`config.mk`:
```
export PLATFORM = sky130hd
export DESIGN_NAME = dcc_capture
export DESIGN_NICKNAME = d
export VERILOG_FILES = /design/src/dcc_pkg.sv /design/src/dcc_fifo.sv /design/src/dcc_capture.sv
export SDC_FILE = /design/constraint.sdc
export NUM_CORES = 1
export LEC_CHECK = 0
export BUFFER_PORTS_ARGS = -buffer_cell sky130_fd_sc_hd__clkbuf_2
export CAP_MARGIN = 0
export CORE_ASPECT_RATIO = 1.2
export CORE_UTILIZATION = 56
export CTS_CLUSTER_DIAMETER = 50
export DETAILED_ROUTE_END_ITERATION = 10
export HOLD_SLACK_MARGIN = 0.08
export PLACE_DENSITY = 0.72
export SYNTH_ARGS = -nofsm -noshare
export SYNTH_HDL_FRONTEND = slang
export SYNTH_HIERARCHICAL = 1
export SYNTH_SLANG_ARGS = --single-unit
```
`constraint.sdc`:
```
create_clock -name CORE_CLK_IN -period 4.65 [get_ports CORE_CLK_IN]
set_input_delay 1.1625 -clock CORE_CLK_IN [delete_from_list [all_inputs] [get_ports CORE_CLK_IN]]
set_output_delay 1.1625 -clock CORE_CLK_IN [all_outputs]
set_load 0.02 [all_outputs]
```
`src/dcc_pkg.sv`:
```
// Package: shared types and constants for the dual channel sample capture
`default_nettype none
package dcc_pkg;
  localparam int unsigned DATA_W = 12;
  localparam int unsigned FIFO_DEPTH = 4;
  localparam int unsigned CLK_MHZ = 50;
  localparam int unsigned WAKE_PULSE_NS = 25;
  localparam int unsigned WAKE_PULSE_CYC =
    (WAKE_PULSE_NS * CLK_MHZ + 999) / 1000 < 1 ? 1 :
    (WAKE_PULSE_NS * CLK_MHZ + 999) / 1000;
  localparam logic [DATA_W-1:0] CODE_RST = 12'h000;
  localparam logic [DATA_W-1:0] CODE_FULL = 12'hfff;
  localparam logic SLEEP_LOW_RST = 1'b1;

  typedef struct packed {
    logic [DATA_W-1:0] chan_a;
    logic [DATA_W-1:0] chan_b;
  } dcc_pair_s;

  typedef enum logic [1:0] {
    DCC_ASLEEP,
    DCC_WAKING,
    DCC_RUN
  } dcc_state_e;
endpackage : dcc_pkg
`default_nettype wire

```
`src/dcc_fifo.sv`:
```
// Module: small synchronous FIFO with valid and ready on both sides
`timescale 1ns/1ps
`default_nettype none
module dcc_fifo #(
  parameter int unsigned WIDTH = 24,
  parameter int unsigned DEPTH = 4
) (
  input wire logic clk_in,
  input wire logic rst_in,
  input wire logic [WIDTH-1:0] wr_data_in,
  input wire logic wr_valid_in,
  output logic wr_ready_out,
  output logic [WIDTH-1:0] rd_data_out,
  output logic rd_valid_out,
  input wire logic rd_ready_in
);
  localparam int unsigned AW = (DEPTH < 2) ? 1 : $clog2(DEPTH);

  // Pointer wrap relies on a power-of-two depth
  if (DEPTH < 2 || (DEPTH & (DEPTH - 1)) != 0) begin : g_bad_depth
    $error("dcc_fifo depth must be a power of two of at least 2");
  end

  logic [WIDTH-1:0] mem_reg [DEPTH];
  logic [AW:0] wr_ptr_reg;
  logic [AW:0] rd_ptr_reg;
  wire full = (wr_ptr_reg[AW] != rd_ptr_reg[AW]) &&
              (wr_ptr_reg[AW-1:0] == rd_ptr_reg[AW-1:0]);
  wire empty = (wr_ptr_reg == rd_ptr_reg);
  wire push = wr_valid_in && !full;
  wire pop = rd_ready_in && !empty;

  // Handshakes are combinational from the pointers
  assign wr_ready_out = !full;
  assign rd_valid_out = !empty;
  assign rd_data_out = mem_reg[rd_ptr_reg[AW-1:0]];

  // Storage has no reset; only the pointers define validity
  always_ff @(posedge clk_in) begin
    if (push) begin
      mem_reg[wr_ptr_reg[AW-1:0]] <= wr_data_in;
    end
  end

  // Pointer update
  always_ff @(posedge clk_in or posedge rst_in) begin
    if (rst_in) begin
      wr_ptr_reg <= '0;
      rd_ptr_reg <= '0;
    end else begin
      if (push) wr_ptr_reg <= wr_ptr_reg + 1'b1;
      if (pop) rd_ptr_reg <= rd_ptr_reg + 1'b1;
    end
  end
endmodule : dcc_fifo
`default_nettype wire

```
`src/dcc_capture.sv`:
```
// Module: DDR interleaved two-channel sample capture and conversion pacing
`timescale 1ns/1ps
`default_nettype none
// Operation
// Both channels arrive on one shared bus up to 12 bits wide and are captured from it.
// A word is captured on each rising and each falling edge of the conversion clock.
// The source sends A0, B0, A1, B1 strictly alternating, channel A first.
// The conversion clock paces conversion, one A and one B sample per cycle.
// Each word is unsigned offset binary, zero minimum, all ones full scale.
// An undriven sleep input reads high, so the device is awake.
// The source pulses sleep low for at least 25 ns before sending data; the code needs three low pin samples, so a 40 ns pulse is short.
// The rising edge word is channel A and the next falling edge word is B.
module dcc_capture #(
  parameter int unsigned DATA_W = dcc_pkg::DATA_W,
  parameter int unsigned FIFO_DEPTH = dcc_pkg::FIFO_DEPTH
) (
  input wire logic CORE_CLK_IN,
  input wire logic SYS_RST_IN,
  input wire logic CONVERSION_CLOCK_IN,
  input wire logic [DATA_W-1:0] BUS_DATA_IN,
  input wire logic SLEEP_REQUEST_LOW_IN,
  input wire logic SLEEP_DRIVEN_IN,
  output logic [DATA_W-1:0] CURRENT_OUTPUT_TRUE_A_OUT,
  output logic [DATA_W-1:0] CURRENT_OUTPUT_COMPLEMENT_A_OUT,
  output logic [DATA_W-1:0] CURRENT_OUTPUT_TRUE_B_OUT,
  output logic [DATA_W-1:0] CURRENT_OUTPUT_COMPLEMENT_B_OUT,
  output logic CONVERT_STROBE_OUT,
  output logic AWAKE_OUT,
  output logic OVERFLOW_OUT
);
  // Widths beyond the bus or below one bit have no meaning here
  if (DATA_W < 1 || DATA_W > 12) begin : g_bad_width
    $error("dcc_capture data width must be 1 to 12 bits");
  end

  localparam int unsigned PW = 2 * DATA_W;

  // Three-stage synchronisers for the conversion clock and sleep pin
  logic [2:0] clk_sync_reg;
  logic [2:0] sleep_sync_reg;
  logic [DATA_W-1:0] data_s1_reg;
  logic [DATA_W-1:0] data_s2_reg;
  logic [DATA_W-1:0] data_s3_reg;

  // Undriven sleep pin is treated as high, as a pull-up would hold it
  wire sleep_pin = SLEEP_DRIVEN_IN ? SLEEP_REQUEST_LOW_IN : 1'b1;

  always_ff @(posedge CORE_CLK_IN or posedge SYS_RST_IN) begin
    if (SYS_RST_IN) begin
      clk_sync_reg <= 3'h0;
      sleep_sync_reg <= {3{dcc_pkg::SLEEP_LOW_RST}};
      data_s1_reg <= '0;
      data_s2_reg <= '0;
      data_s3_reg <= '0;
    end else begin
      clk_sync_reg <= {clk_sync_reg[1:0], CONVERSION_CLOCK_IN};
      sleep_sync_reg <= {sleep_sync_reg[1:0], sleep_pin};
      data_s1_reg <= BUS_DATA_IN;
      data_s2_reg <= data_s1_reg;
      data_s3_reg <= data_s2_reg;
    end
  end

  // Filtered conversion clock level: it follows the pin only once stages
  // two and three agree, so a sample caught mid-transition never counts
  logic clk_level_reg;
  wire clk_agree = (clk_sync_reg[1] == clk_sync_reg[2]);
  wire clk_rise = clk_agree && clk_sync_reg[2] && !clk_level_reg;
  wire clk_fall = clk_agree && !clk_sync_reg[2] && clk_level_reg;

  // Level resets low like the idle clock, so reset brings no false edge
  always_ff @(posedge CORE_CLK_IN or posedge SYS_RST_IN) begin
    if (SYS_RST_IN) begin
      clk_level_reg <= 1'b0;
    end else if (clk_agree) begin
      clk_level_reg <= clk_sync_reg[2];
    end
  end

  // Sleep changes count once stages two and three agree
  wire sleep_low = !sleep_sync_reg[1] && !sleep_sync_reg[2];
  wire sleep_high = sleep_sync_reg[1] && sleep_sync_reg[2];
  // Third data stage lines up with the filtered edge decision, which
  // sees the clock one stage later than the raw synchroniser would
  wire [DATA_W-1:0] word_now = data_s3_reg;

  // Wake sequencing: a low pulse seen on at least WAKE_PULSE_CYC + 1 pin samples arms capture
  dcc_pkg::dcc_state_e state_reg;
  dcc_pkg::dcc_state_e state_next;
  logic [7:0] pulse_cnt_reg;
  logic [7:0] pulse_cnt_next;
  wire pulse_long = pulse_cnt_reg >= 8'(dcc_pkg::WAKE_PULSE_CYC);

  always_comb begin
    state_next = state_reg;
    pulse_cnt_next = pulse_cnt_reg;
    unique case (state_reg)
      dcc_pkg::DCC_ASLEEP: begin
        pulse_cnt_next = 8'h00;
        // The first low cycle already counts toward the pulse length
        if (sleep_low) begin
          state_next = dcc_pkg::DCC_WAKING;
          pulse_cnt_next = 8'h01;
        end
      end
      dcc_pkg::DCC_WAKING: begin
        if (sleep_low && !pulse_long) pulse_cnt_next = pulse_cnt_reg + 8'h01;
        if (sleep_high) begin
          state_next = pulse_long ? dcc_pkg::DCC_RUN : dcc_pkg::DCC_ASLEEP;
        end
      end
      dcc_pkg::DCC_RUN: begin
        if (sleep_low) begin
          state_next = dcc_pkg::DCC_WAKING;
          pulse_cnt_next = 8'h01;
        end
      end
    endcase
  end

  always_ff @(posedge CORE_CLK_IN or posedge SYS_RST_IN) begin
    if (SYS_RST_IN) begin
      state_reg <= dcc_pkg::DCC_RUN;
      pulse_cnt_reg <= 8'h00;
    end else begin
      state_reg <= state_next;
      pulse_cnt_reg <= pulse_cnt_next;
    end
  end

  wire running = (state_reg == dcc_pkg::DCC_RUN);
  assign AWAKE_OUT = running;

  // Rising edge word is held as channel A until the falling edge brings B
  logic [DATA_W-1:0] chan_a_reg;
  logic have_a_reg;
  wire pair_done = running && clk_fall && have_a_reg;

  always_ff @(posedge CORE_CLK_IN or posedge SYS_RST_IN) begin
    if (SYS_RST_IN) begin
      chan_a_reg <= '0;
      have_a_reg <= 1'b0;
    end else if (!running) begin
      have_a_reg <= 1'b0;
    end else if (clk_rise) begin
      chan_a_reg <= word_now;
      have_a_reg <= 1'b1;
    end else if (clk_fall) begin
      have_a_reg <= 1'b0;
    end
  end

  // Pairs queue here; conversion drains one pair per rising edge. Each rise
  // pops before the next fall pushes, so in steady flow one pair waits.
  logic [PW-1:0] fifo_out;
  logic fifo_valid;
  logic fifo_ready_wr;
  wire convert_tick = running && clk_rise;
  wire [PW-1:0] pair_word = {chan_a_reg, word_now};

  dcc_fifo #(
    .WIDTH(PW),
    .DEPTH(FIFO_DEPTH)
  ) u_fifo (
    .clk_in(CORE_CLK_IN),
    .rst_in(SYS_RST_IN),
    .wr_data_in(pair_word),
    .wr_valid_in(pair_done),
    .wr_ready_out(fifo_ready_wr),
    .rd_data_out(fifo_out),
    .rd_valid_out(fifo_valid),
    .rd_ready_in(convert_tick)
  );

  // The source cannot be stalled, so a full queue drops the pair and flags it
  logic overflow_reg;
  always_ff @(posedge CORE_CLK_IN or posedge SYS_RST_IN) begin
    if (SYS_RST_IN) begin
      overflow_reg <= 1'b0;
    end else if (pair_done && !fifo_ready_wr) begin
      overflow_reg <= 1'b1;
    end else if (!running) begin
      overflow_reg <= 1'b0;
    end
  end
  assign OVERFLOW_OUT = overflow_reg;

  // Offset binary: complement output follows the code, true is all ones minus
  wire [DATA_W-1:0] code_a = fifo_out[PW-1:DATA_W];
  wire [DATA_W-1:0] code_b = fifo_out[DATA_W-1:0];
  wire [DATA_W-1:0] full_code = dcc_pkg::CODE_FULL[DATA_W-1:0];

  logic [DATA_W-1:0] true_a_reg;
  logic [DATA_W-1:0] comp_a_reg;
  logic [DATA_W-1:0] true_b_reg;
  logic [DATA_W-1:0] comp_b_reg;
  logic strobe_reg;

  // Output stage; codes hold between conversions and while asleep
  always_ff @(posedge CORE_CLK_IN or posedge SYS_RST_IN) begin
    if (SYS_RST_IN) begin
      true_a_reg <= dcc_pkg::CODE_RST[DATA_W-1:0];
      comp_a_reg <= dcc_pkg::CODE_FULL[DATA_W-1:0];
      true_b_reg <= dcc_pkg::CODE_RST[DATA_W-1:0];
      comp_b_reg <= dcc_pkg::CODE_FULL[DATA_W-1:0];
      strobe_reg <= 1'b0;
    end else begin
      strobe_reg <= convert_tick && fifo_valid;
      if (convert_tick && fifo_valid) begin
        true_a_reg <= full_code - code_a;
        comp_a_reg <= code_a;
        true_b_reg <= full_code - code_b;
        comp_b_reg <= code_b;
      end
    end
  end

  assign CURRENT_OUTPUT_TRUE_A_OUT = true_a_reg;
  assign CURRENT_OUTPUT_COMPLEMENT_A_OUT = comp_a_reg;
  assign CURRENT_OUTPUT_TRUE_B_OUT = true_b_reg;
  assign CURRENT_OUTPUT_COMPLEMENT_B_OUT = comp_b_reg;
  assign CONVERT_STROBE_OUT = strobe_reg;
endmodule : dcc_capture
`default_nettype wire

```
Word-level counts from Yosys, hierarchy flattened

Memories as Yosys holds them, arrays and structs flattened.
Index checks and enable logic that the tools add are counted.

Output and inout port bits: 51
Bits in writable memories: 96
Logic and storage cells: 79
Bits of input ports: 17
Bits in registers: 122
Memories kept: 1

$lt $le $gt $ge: 1
Eq/ne operators: 12
Reductions and logical operators: 26
Muxes and demuxes: 16
Add/subtract/negate cells: 5

Memory list:

| name           | words | width | rd ports | clocked after Yosys merged registers in | wr ports | line           | text |
|---|---|---|---|---|---|---|---|
| u_fifo.mem_reg | 4     | 24    | 1        | 0                                       | 1        | dcc_fifo.sv:24 | `logic [WIDTH-1:0] mem_reg [DEPTH];` |

Operators with widths:

| cell                   | count |
|---|---|
| $pmux 8 s3             | 1 |
| $sub 12x12->12 const A | 2 |
| $mux 8                 | 2 |
| $logic_and 1x1->1      | 14 |
| $mux 1                 | 9 |
| $add 8x1->8 const B    | 1 |
| $ge 8x2->1 const B     | 1 |
| $logic_not 1->1        | 7 |
| $add 3x1->3 const B    | 2 |
| $mux 2                 | 3 |
| $ne 2x2->1 const B     | 3 |
| $reduce_and 2->1       | 3 |
| $ne 2x1->1 const B     | 2 |
| $pmux 2 s2             | 1 |
| $eq 3x3->1             | 1 |
| $ne 3x3->1 const B     | 1 |
| $eq 2x1->1 const B     | 1 |
| $eq 2x2->1             | 1 |
| $eq 2x2->1 const B     | 1 |
| $logic_not 2->1        | 1 |
| $reduce_or 2->1        | 1 |
| $eq 1x1->1             | 1 |
| $ne 1x1->1             | 1 |

Longest topological paths before layout

Gate-level depths: netlist (run 1).

Depth after elaboration: 8
Depth in mapped cells: 9

Hierarchy

The synthesis (run 1) kept the hierarchy.

Modules (own cells, without submodules):

| module      | times used | area each (sq um) | cells each |
|---|---|---|---|
| dcc_capture | 1          | 4088.9            | 270 |
| dcc_fifo    | 1          | 3980.1            | 175 |

Worst setup path before layout (run 1)

Ideal clock, no wire load.

Kind: register to register
Start point: register state_reg[1]
End point: memory u_fifo.mem_reg[3][0], enable pin
Required time: 4256 ps
Path buffers: 1
Arrival time: 2200 ps
Stages on the path, launching flop included: 7
Slack: 2055 ps
Clock period less this slack: 2595 ps
Path through: dfstp_2 > ha_1 > buf_4 > nand2_1 > nor2_1 > nand2_1 > a31oi_2

Word-level cells in the longest chain between the ends: 6

RTL lines:

| item                            | line               | text |
|---|---|---|
| start: declaration              | dcc_capture.sv:88  | `dcc_pkg::dcc_state_e state_reg;` |
| start signal: assignment        | dcc_capture.sv:123 | `state_reg <= dcc_pkg::DCC_RUN;` |
| start signal: assignment        | dcc_capture.sv:126 | `state_reg <= state_next;` |
| $eq 2x2->1                      | dcc_capture.sv:131 | `wire running = (state_reg == dcc_pkg::DCC_RUN);` |
| named net AWAKE_OUT             | dcc_capture.sv:28  | `output logic AWAKE_OUT,` |
| $logic_and 1x1->1 (2 in series) | dcc_capture.sv:137 | `wire pair_done = running && clk_fall && have_a_reg;` |
| named net pair_done             | dcc_capture.sv:137 |  |
| $logic_and 1x1->1               | dcc_fifo.sv:30     | `wire push = wr_valid_in && !full;` |
| $mux 1                          | dcc_fifo.sv:40     | `if (push) begin` |
| $mux 1 (not written as such)    | dcc_fifo.sv:41     | `mem_reg[wr_ptr_reg[AW-1:0]] <= wr_data_in;` |
| end: declaration                | dcc_fifo.sv:24     |  |

The timed path passes the listed nets, and every way through them passes these cells.

Final worst setup path (run 1)

Start point: register state_reg[1]
End point: output AWAKE_OUT

Word-level cells in the longest chain between the ends: 1

RTL lines:

| item             | line |
|---|---|
| $eq 2x2->1       | dcc_capture.sv:131 |
| end: declaration | dcc_capture.sv:28 |

No other way between the ends.

==> results_tabular.tex, run 1 <==
\begin{tabular}{lr}
\hline
Metric & Value \\
\hline
\multicolumn{2}{l}{\textbf{Worst setup path}} \\
\quad Data required, critical path & 3.49 ns \\
\quad CP max stage cell & sky130\_fd\_sc\_hd\_\_dfstp\_2 \\
\quad Crit Path Max Fanout & 11 \\
\quad Worst setup SP type & flop \\
\quad Reg2Reg Capture Point & CURRENT\_OUTPUT\_COMPLEMENT\_B\_OUT[3]\$\_DFFE\_PP1P\_ \\
\quad Endpoint class of the critical path & output pin \\
\quad Minimum setup slack among reg-to-reg paths & 2.22 ns \\
\quad Worst endpoint data arrival time & 1.62 ns \\
\quad Launch instance of the worst register-to-register path & state\_reg[1]\$\_DFFE\_PP1P\_ \\
\quad Cell chain of the critical path & ha\_1 > clkbuf\_2 \\
\quad Crit path capture & AWAKE\_OUT \\
\quad Worst Setup SP & state\_reg[1]\$\_DFFE\_PP1P\_ \\
\quad Worst stage delay on the critical path & 0.53 ns \\
\quad FF-to-FF path depth & 5 \\
\quad Crit Path Category & flop to output pin \\
\multicolumn{2}{l}{\textbf{Layout}} \\
\quad Diode count & 0 \\
\quad Commonest non-fill, non-tap cells in the layout & sky130\_fd\_sc\_hd\_\_edfxtp\_1, sky130\_fd\_sc\_hd\_\_dfrtp\_1, sky130\_fd\_sc\_hd\_\_clkbuf\_2 \\
\quad Post-Layout Cell Count & 715 \\
\quad Fraction of layout instances using a drive strength above 1 & 36.9\% \\
\quad Max FFs per register & 96 \\
\quad Area added between synthesis and finish & 14.9\% \\
\quad Final cell utilization of the core & 66.5\% \\
\quad Fill cell instance count of the final layout & 952 \\
\quad Most frequent standard cell in the layout excluding fill and tap cells & sky130\_fd\_sc\_hd\_\_edfxtp\_1 \\
\quad Final Net Count & 557 \\
\multicolumn{2}{l}{\textbf{Routing}} \\
\quad Antenna Nets Post-Route & 0 \\
\quad Vias after detailed routing & 3908 \\
\quad Total detailed-routing wirelength & 12.5 mm \\
\quad Initial DRC Count & 288 \\
\quad Per-cell routed wire length & 17.4 µm \\
\quad TritonRoute pass-1 iters & 8 \\
\quad Via density & 5.47 \\
\quad Total DRC errors in the routed layout & 10 \\
\multicolumn{2}{l}{\textbf{Clocking}} \\
\quad Max Buffers Root-to-Sink & 3 \\
\quad H-tree Lvls & 1 \\
\quad Resize count post-CTS & 0 \\
\quad \# hold bufs at CTS & 0 \\
\quad CTS tree & done \\
\quad Clock insertion delay at the later pin of the skew report & 0.49 ns \\
\quad Clock buffers created by TritonCTS & 22 \\
\quad Clk sink count & 218 \\
\quad Cell at the root of the clock tree & sky130\_fd\_sc\_hd\_\_clkbuf\_16 \\
\quad Clock-pin slew on the worst setup and hold paths & 0.06 ns \\
\quad Buffer count from post-CTS setup fixing & 0 \\
\multicolumn{2}{l}{\textbf{Run status}} \\
\quad Failing checks & DRC \\
\quad Run status & complete, but fails checks \\
\multicolumn{2}{l}{\textbf{Yosys}} \\
\quad Sequential element share of the synthesized area & 74.0\% \\
\quad Number of distinct library cells after synthesis & 40 \\
\quad Main area contributors after synthesis & sky130\_fd\_sc\_hd\_\_edfxtp\_1, sky130\_fd\_sc\_hd\_\_dfrtp\_1, sky130\_fd\_sc\_hd\_\_dfstp\_2 \\
\quad Cell type with the highest aggregate area in the netlist & sky130\_fd\_sc\_hd\_\_edfxtp\_1 \\
\quad Avg Inst Size Synth & 18.1 µm² \\
\quad Number of enable-type register cells in the synthesized netlist & 96 \\
\quad Post-synthesis cell area & 8070 µm² \\
\quad Predominant post-synthesis flop cell & sky130\_fd\_sc\_hd\_\_edfxtp\_1 \\
\quad Area share of the leading cell type in the synthesized netlist & 35.7\% \\
\quad Seq cells post-synth & 218 \\
\quad Synthesized Nets & 474 \\
\quad Share of synthesized registers carrying an async set or reset & 56.0\% \\
\quad Warning count from the yosys run & 6 \\
\quad Synthesized netlist cell count & 445 \\
\multicolumn{2}{l}{\textbf{Timing}} \\
\quad Period Utilization, post-route & 59.9\% \\
\quad Hold slack final & 0.348 ns \\
\quad Setup repair after global routing missed its margin & false \\
\quad Final TNS setup & 0 ns \\
\quad Tmin final & 2.78 ns \\
\quad Total count of max-transition violations in the final report & 0 \\
\quad Number of endpoints failing setup at the final stage & 0 \\
\quad Slew of the pin with the lowest slew margin & 0.819 ns \\
\quad Worst setup skew after layout & 0.0153 ns \\
\quad Setup ws final & 1.87 ns \\
\quad Number of failing hold endpoints at the final stage & 0 \\
\quad Highest attainable clock frequency & 0.359 GHz \\
\quad Headroom to the max-slew limit & 45.4\% \\
\multicolumn{2}{l}{\textbf{Placed design}} \\
\quad Final Wtd Congestion & 0.731 \\
\quad Cell total after placement & 675 \\
\quad Number of port buffers & 67 \\
\quad Pre-CTS setup slack & 2.22 ns \\
\quad Sum of net half-perimeters after detailed placement & 7.47 mm \\
\multicolumn{2}{l}{\textbf{Floorplan}} \\
\quad Starting utilization of the core area & 57.9\% \\
\quad Number of top-level design ports & 68 \\
\quad \# rows & 47 \\
\quad Area of the die & 14900 µm² \\
\quad Die Y-Extent & 133 µm \\
\quad Core region area & 13900 µm² \\
\quad Chip Width & 112 µm \\
\multicolumn{2}{l}{\textbf{Global routing}} \\
\quad Via count of the first global-routing pass & 4024 \\
\quad First-pass GRT wire length & 20.7 mm \\
\quad Largest net degree at the start of global routing & 74 \\
\quad Number of antenna violations at the first check in global routing & 0 \\
\quad Total overflow reported by the global router & 0 \\
\quad Total GRT Usage & 17.9\% \\
\multicolumn{2}{l}{\textbf{Job}} \\
\quad Number of max-cap violations & 0 \\
\multicolumn{2}{l}{\textbf{Power}} \\
\quad Leak & 3.86 nW \\
\quad Power per Cell Area & 541 nW/µm² \\
\quad Max rail drop VDD & 0.256 mV \\
\multicolumn{2}{l}{\textbf{Worst hold path}} \\
\quad Hold Path Class & flop to flop \\
\hline
\end{tabular}
==> cell usage after synthesis, types with 2 or more instances <==
master                      n
sky130_fd_sc_hd__nor4_1     4
sky130_fd_sc_hd__buf_2      4
sky130_fd_sc_hd__nor2b_1    3
sky130_fd_sc_hd__o31ai_1    5
sky130_fd_sc_hd__nor2_1     5
sky130_fd_sc_hd__ha_1      12
sky130_fd_sc_hd__and2_1     5
sky130_fd_sc_hd__o21a_1     2
sky130_fd_sc_hd__nand2b_1   3
sky130_fd_sc_hd__nand3_1    2
sky130_fd_sc_hd__mux4_2    19
sky130_fd_sc_hd__inv_1     12
sky130_fd_sc_hd__and3_1     4
sky130_fd_sc_hd__buf_6      6
sky130_fd_sc_hd__dfrtp_1   94
sky130_fd_sc_hd__o21ai_0   27
sky130_fd_sc_hd__xnor2_1    4
sky130_fd_sc_hd__mux2_4    21
sky130_fd_sc_hd__xor2_1     2
sky130_fd_sc_hd__mux2_2    15
sky130_fd_sc_hd__nor3_1     4
sky130_fd_sc_hd__buf_4      4
sky130_fd_sc_hd__dfstp_2   28
sky130_fd_sc_hd__a21oi_1    8
sky130_fd_sc_hd__xor2_2     2
sky130_fd_sc_hd__edfxtp_1  96
sky130_fd_sc_hd__clkbuf_1   2
sky130_fd_sc_hd__mux4_1     5
sky130_fd_sc_hd__a41oi_1    2
sky130_fd_sc_hd__a211oi_1   3
sky130_fd_sc_hd__nand2_1   33
==> per-layer routing <==
metal / routed length (µm) / part of all wire [%] / GRT usage, %
met5: 0 / 0 / 0
met1: 5740 / 46 / 25.3
met3: 507 / 4.1 / 2.96
met4: 216 / 1.7 / 5.86
met2: 5990 / 48 / 28.7
==> per-stage QoR <==
step           total power, mW  cell area, µm²
2_1_floorplan             3.14            8070
3_3_place_gp              3.34            8570
3_5_place_dp              3.39            8570
4_1_cts                   5.08            9270
5_1_grt                   5.24            9270
6_report                  5.02            9270
==> critical path, delay by kind of cell (launching register included) <==
kind | cells | cell delay (ns)
buf+inv | 1 | 0.24
fa+ha+maj | 1 | 0.36
flops | 1 | 0.53
==> power by group <==
| part | switching, mW | leakage, nW | internal [mW] |
|---|---|---|---|
| Combinational | 0.462 | 1.16 | 0.362 |
| Clock | 0.686 | 0.356 | 0.983 |
| Sequential | 0.175 | 2.35 | 2.35 |
| Total | 1.32 | 3.86 | 3.70 |
==> layout make-up <==
cell class / count / area (µm²) / share of cell area, %
multi-input cells: 199 / 1930 / 20.8
inverters: 12 / 47.5 / 0.513
repair buffers: 75 / 408 / 4.40
flip-flops and latches: 218 / 5970 / 64.4
well taps: 171 / 214 / 2.31
clock buffers: 30 / 652 / 7.03
clock inverters: 10 / 52.6 / 0.567
==> how the worst min path moves through the flow <==
| stage | start | endpoint | slack (ns) | cells past startpoint |
|---|---|---|---|---|
| after global routing | data_s1_reg[6]$_DFF_PP0_ | data_s2_reg[6]$_DFF_PP0_ | 0.35 | 0 |
| after CTS | data_s1_reg[1]$_DFF_PP0_ | data_s2_reg[1]$_DFF_PP0_ | 0.35 | 0 |
| after floorplan | clk_sync_reg[0]$_DFF_PP0_ | clk_sync_reg[1]$_DFF_PP0_ | 0.33 | 0 |
| after global placement | data_s1_reg[10]$_DFF_PP0_ | data_s2_reg[10]$_DFF_PP0_ | 0.33 | 0 |
| after detailed placement | data_s1_reg[1]$_DFF_PP0_ | data_s2_reg[1]$_DFF_PP0_ | 0.34 | 0 |
| final | data_s1_reg[3]$_DFF_PP0_ | data_s2_reg[3]$_DFF_PP0_ | 0.35 | 0 |
==> cells by family (layout without fill, tap and decap cells) <==
group	after synthesis	count (layout)	share of synthesized area, %
buf+inv	28	127	2.11
xor+xnor	9	9	1.26
compound gates	51	51	3.78
fa+ha+maj	12	12	1.86
simple gates	67	67	4.06
flops	218	218	74.0
mux	60	60	12.9
No activity file was read; power rests on OpenSTA's default activity.
==> run 2: changes to the inputs <==
--- a/config.mk
+++ b/config.mk
@@ -5,10 +5,11 @@
 export SDC_FILE = /design/constraint.sdc
 export NUM_CORES = 1
 export LEC_CHECK = 0
+export ABC_AREA = 1
 export BUFFER_PORTS_ARGS = -buffer_cell sky130_fd_sc_hd__clkbuf_2
 export CAP_MARGIN = 0
 export CORE_ASPECT_RATIO = 1.2
-export CORE_UTILIZATION = 56
+export CORE_UTILIZATION = 53
 export CTS_CLUSTER_DIAMETER = 50
 export DETAILED_ROUTE_END_ITERATION = 10
 export HOLD_SLACK_MARGIN = 0.08
==> constraint.sdc (replaced) <==
create_clock -name CORE_CLK_IN -period 2.4 [get_ports CORE_CLK_IN]
set_input_delay 0.6 -clock CORE_CLK_IN [delete_from_list [all_inputs] [get_ports CORE_CLK_IN]]
set_output_delay 0.6 -clock CORE_CLK_IN [all_outputs]
set_load 0.02 [all_outputs]
==> run 2 against run 1 <==
- the run now ends clean
- worst setup slack got worse by 1.6 ns
- critical path depth up 4
- die area is 5.5% higher
- synthesized cell count grew 41%
- cell count grew 30%
- wire length is 16% higher
- register-to-register slack worse by 2.0 ns
- sequential share of layout area shrank 0.59 points
- utilization fell by 3.7 points
- sequential power grew 74%
- largest cell class unchanged
- global-route usage rose by 1.6 points
==> results_tabular.tex, run 2 <==
\begin{tabular}{lr}
\hline
Metric & Value \\
\hline
\multicolumn{2}{l}{\textbf{Floorplan}} \\
\quad Starting utilization of the core area & 54.1\% \\
\quad Die Y-Extent & 137 µm \\
\quad Core region area & 14900 µm² \\
\quad Number of top-level design ports & 68 \\
\quad \# rows & 49 \\
\quad Area of the die & 15700 µm² \\
\quad Chip Width & 115 µm \\
\multicolumn{2}{l}{\textbf{Global routing}} \\
\quad Total GRT Usage & 19.4\% \\
\quad Total overflow reported by the global router & 0 \\
\quad Number of antenna violations at the first check in global routing & 1 \\
\quad Via count of the first global-routing pass & 4751 \\
\quad Largest net degree at the start of global routing & 66 \\
\quad First-pass GRT wire length & 23.7 mm \\
\multicolumn{2}{l}{\textbf{Yosys}} \\
\quad Sequential element share of the synthesized area & 74.0\% \\
\quad Synthesized Nets & 657 \\
\quad Most frequently used cell type in the post-synthesis netlist & sky130\_fd\_sc\_hd\_\_nand2\_1 \\
\quad Seq cells post-synth & 218 \\
\quad Warning count from the yosys run & 6 \\
\quad Cell type with the highest aggregate area in the netlist & sky130\_fd\_sc\_hd\_\_edfxtp\_1 \\
\quad Predominant post-synthesis flop cell & sky130\_fd\_sc\_hd\_\_edfxtp\_1 \\
\quad Share of synthesized registers carrying an async set or reset & 56.0\% \\
\quad Post-synthesis cell area & 8060 µm² \\
\quad Number of enable-type register cells in the synthesized netlist & 96 \\
\quad Area share of the leading cell type in the synthesized netlist & 35.7\% \\
\quad Main area contributors after synthesis & sky130\_fd\_sc\_hd\_\_edfxtp\_1, sky130\_fd\_sc\_hd\_\_dfrtp\_1, sky130\_fd\_sc\_hd\_\_dfstp\_2 \\
\quad Avg Inst Size Synth & 12.8 µm² \\
\quad Cell types with the highest counts after synthesis & sky130\_fd\_sc\_hd\_\_nand2\_1, sky130\_fd\_sc\_hd\_\_edfxtp\_1, sky130\_fd\_sc\_hd\_\_dfrtp\_1 \\
\quad Synthesized netlist cell count & 628 \\
\quad Number of distinct library cells after synthesis & 30 \\
\multicolumn{2}{l}{\textbf{Layout}} \\
\quad Diode count & 0 \\
\quad Max FFs per register & 96 \\
\quad Final Net Count & 738 \\
\quad Fill cell instance count of the final layout & 1134 \\
\quad Commonest non-fill, non-tap cells in the layout & sky130\_fd\_sc\_hd\_\_nand2\_1, sky130\_fd\_sc\_hd\_\_edfxtp\_1, sky130\_fd\_sc\_hd\_\_dfrtp\_1 \\
\quad Most frequent standard cell in the layout excluding fill and tap cells & sky130\_fd\_sc\_hd\_\_nand2\_1 \\
\quad Final cell utilization of the core & 62.8\% \\
\quad Area added between synthesis and finish & 16.0\% \\
\quad Fraction of layout instances using a drive strength above 1 & 21.0\% \\
\multicolumn{2}{l}{\textbf{Routing}} \\
\quad Via density & 5.15 \\
\quad Initial DRC Count & 253 \\
\quad TritonRoute pass-1 iters & 4 \\
\quad Total met2 wirelength after detailed routing & 7.58 mm \\
\quad Antenna Nets Post-Route & 0 \\
\quad Detailed-routing wirelength on met1 & 5.92 mm \\
\quad Total detailed-routing wirelength & 14.5 mm \\
\quad Per-cell routed wire length & 15.6 µm \\
\quad Total DRC errors in the routed layout & 0 \\
\quad Met3 wirelength from detailed routing & 741 µm \\
\quad Vias after detailed routing & 4783 \\
\quad Top Metal Used & met5 \\
\multicolumn{2}{l}{\textbf{Worst setup path}} \\
\quad Worst setup SP type & flop \\
\quad Data required, critical path & 2.56 ns \\
\quad CP max stage cell & sky130\_fd\_sc\_hd\_\_dfstp\_2 \\
\quad Launch instance of the worst register-to-register path & state\_reg[1]\$\_DFFE\_PP1P\_ \\
\quad FF-to-FF path depth & 6 \\
\quad Cell type with the highest occurrence count on the critical path & sky130\_fd\_sc\_hd\_\_nor2\_1 \\
\quad Crit Path Category & flop to flop \\
\quad Endpoint class of the critical path & flop \\
\quad Crit Path Max Fanout & 24 \\
\quad Worst stage delay on the critical path & 0.53 ns \\
\quad Minimum setup slack among reg-to-reg paths & 0.22 ns \\
\quad Worst endpoint data arrival time & 2.33 ns \\
\quad Cell chain of the critical path & ha\_1 > nand2\_1 > nor2\_1 > nand2\_4 > nor2\_1 > buf\_4 \\
\quad Reg2Reg Capture Point & u\_fifo/mem\_reg[2][16]\$\_DFFE\_PP\_ \\
\multicolumn{2}{l}{\textbf{Power}} \\
\quad Power per Cell Area & 869 nW/µm² \\
\quad Max rail drop VDD & 0.602 mV \\
\quad Clock network fraction of total power & 39.8\% \\
\quad Portion of total power attributed to sequential cells & 54.0\% \\
\quad Switching part of the total power & 22.5\% \\
\quad Leak & 4.11 nW \\
\quad Comb pwr share & 6.2\% \\
\quad Sw Pwr & 1.83 mW \\
\quad Design internal power & 6.30 mW \\
\multicolumn{2}{l}{\textbf{Clocking}} \\
\quad H-tree Lvls & 1 \\
\quad Clk sink count & 218 \\
\quad CTS tree & done \\
\quad Cell at the root of the clock tree & sky130\_fd\_sc\_hd\_\_clkbuf\_16 \\
\quad Clock insertion delay at the later pin of the skew report & 0.50 ns \\
\quad Clock buffers created by TritonCTS & 21 \\
\quad Clock-pin slew on the worst setup and hold paths & 0.06 ns \\
\quad Resize count post-CTS & 0 \\
\quad Buffer count from post-CTS setup fixing & 0 \\
\quad \# hold bufs at CTS & 1 \\
\quad Max Buffers Root-to-Sink & 3 \\
\multicolumn{2}{l}{\textbf{Timing}} \\
\quad Worst setup skew after layout & 0.0152 ns \\
\quad Headroom to the max-slew limit & 49.0\% \\
\quad Tmin final & 2.18 ns \\
\quad Total count of max-transition violations in the final report & 0 \\
\quad Hold slack final & 0.211 ns \\
\quad Final TNS setup & 0 ns \\
\quad Period Utilization, post-route & 90.7\% \\
\quad Setup repair after global routing missed its margin & false \\
\quad Highest attainable clock frequency & 0.459 GHz \\
\quad Number of failing hold endpoints at the final stage & 0 \\
\quad Number of endpoints failing setup at the final stage & 0 \\
\quad Slew of the pin with the lowest slew margin & 0.761 ns \\
\multicolumn{2}{l}{\textbf{Run status}} \\
\quad Run status & completed \\
\multicolumn{2}{l}{\textbf{Placed design}} \\
\quad Number of port buffers & 67 \\
\quad Sum of net half-perimeters after detailed placement & 9.19 mm \\
\quad Final Wtd Congestion & 0.780 \\
\multicolumn{2}{l}{\textbf{Job}} \\
\quad Number of max-cap violations & 0 \\
\multicolumn{2}{l}{\textbf{Worst hold path}} \\
\quad Hold Path Class & input port to flop \\
\quad Worst Hold Launch & BUS\_DATA\_IN[5] \\
\quad Hold Path Cell Cnt & 1 \\
\quad Worst-case hold path end point & data\_s1\_reg[5]\$\_DFF\_PP0\_ \\
\hline
\end{tabular}
==> run 2: layout make-up <==
| class | instances | area [µm²] | share of cell area, % |
|---|---|---|---|
| Clock buffer | 32 | 629 | 6.73 |
| Multi-Input combinational cell | 356 | 1850 | 19.8 |
| Clock inverter | 6 | 60.1 | 0.642 |
| Tap cell | 204 | 255 | 2.73 |
| Timing Repair Buffer | 82 | 475 | 5.08 |
| Inverter | 30 | 116 | 1.24 |
| Sequential cell | 218 | 5970 | 63.8 |
==> run 2: worst max-delay path by stage <==
stage | from | endpoint | slack, ns | cells past startpoint
5_1_grt | state_reg[1]$_DFFE_PP1P_ | u_fifo/mem_reg[2][8]$_DFFE_PP_ | 0.09 | 6
3_5_place_dp | state_reg[1]$_DFFE_PP1P_ | u_fifo/mem_reg[2][0]$_DFFE_PP_ | 0.24 | 6
3_3_place_gp | state_reg[1]$_DFFE_PP1P_ | u_fifo/mem_reg[2][2]$_DFFE_PP_ | 0.33 | 6
6_report | state_reg[1]$_DFFE_PP1P_ | u_fifo/mem_reg[2][16]$_DFFE_PP_ | 0.22 | 6
4_1_cts | state_reg[1]$_DFFE_PP1P_ | u_fifo/mem_reg[2][23]$_DFFE_PP_ | 0.21 | 6
2_1_floorplan | state_reg[1]$_DFFE_PP1P_ | u_fifo/mem_reg[1][0]$_DFFE_PP_ | -0.41 | 5
==> run 2: metal layers <==
metal	up-vias	GRT usage, %
met5	-	0
met4	2	5.41
met3	24	2.92
met2	121	34.7
met1	2362	24.6
li1	2274	-
==> run 2: kinds of logic (layout without fill, tap and decap cells) <==
| family | Yosys count | in the layout | synth area share (%) |
|---|---|---|---|
| compound gates | 110 | 110 | 8.15 |
| buf+inv | 54 | 150 | 3.04 |
| flops | 218 | 218 | 74.0 |
| fa+ha+maj | 12 | 12 | 1.86 |
| simple gates | 232 | 232 | 12.5 |
| xor+xnor | 2 | 2 | 0.450 |
==> run 2: through the flow <==
stage	instances	worst slack [ns]	instance area, µm²	total power [mW]
3_5_place_dp	889	0.244	8660	4.98
2_1_floorplan	628	-0.408	8070	4.77
6_report	928	0.224	9360	8.14
4_1_cts	928	0.206	9360	8.23
5_1_grt	928	0.0865	9360	8.47
3_3_place_gp	889	0.331	8660	4.93
==> run 2: worst max-delay path: cells and delay by family, from the launching register on <==
kind | cells | cell delay (ns)
adders and majority gates | 1 | 0.30
buffers and inverters | 1 | 0.35
DFF | 1 | 0.53
and+or+nand+nor | 4 | 0.66
==> run 2: power by group through the flow <==
stage | combinational (mW) | sequential, mW | clock [mW]
after global routing | 0.589 | 4.43 | 3.45
after detailed placement | 0.505 | 4.47 | 0
after CTS | 0.516 | 4.40 | 3.31
after global placement | 0.483 | 4.45 | 0
final | 0.505 | 4.40 | 3.23
after floorplan | 0.368 | 4.40 | 0
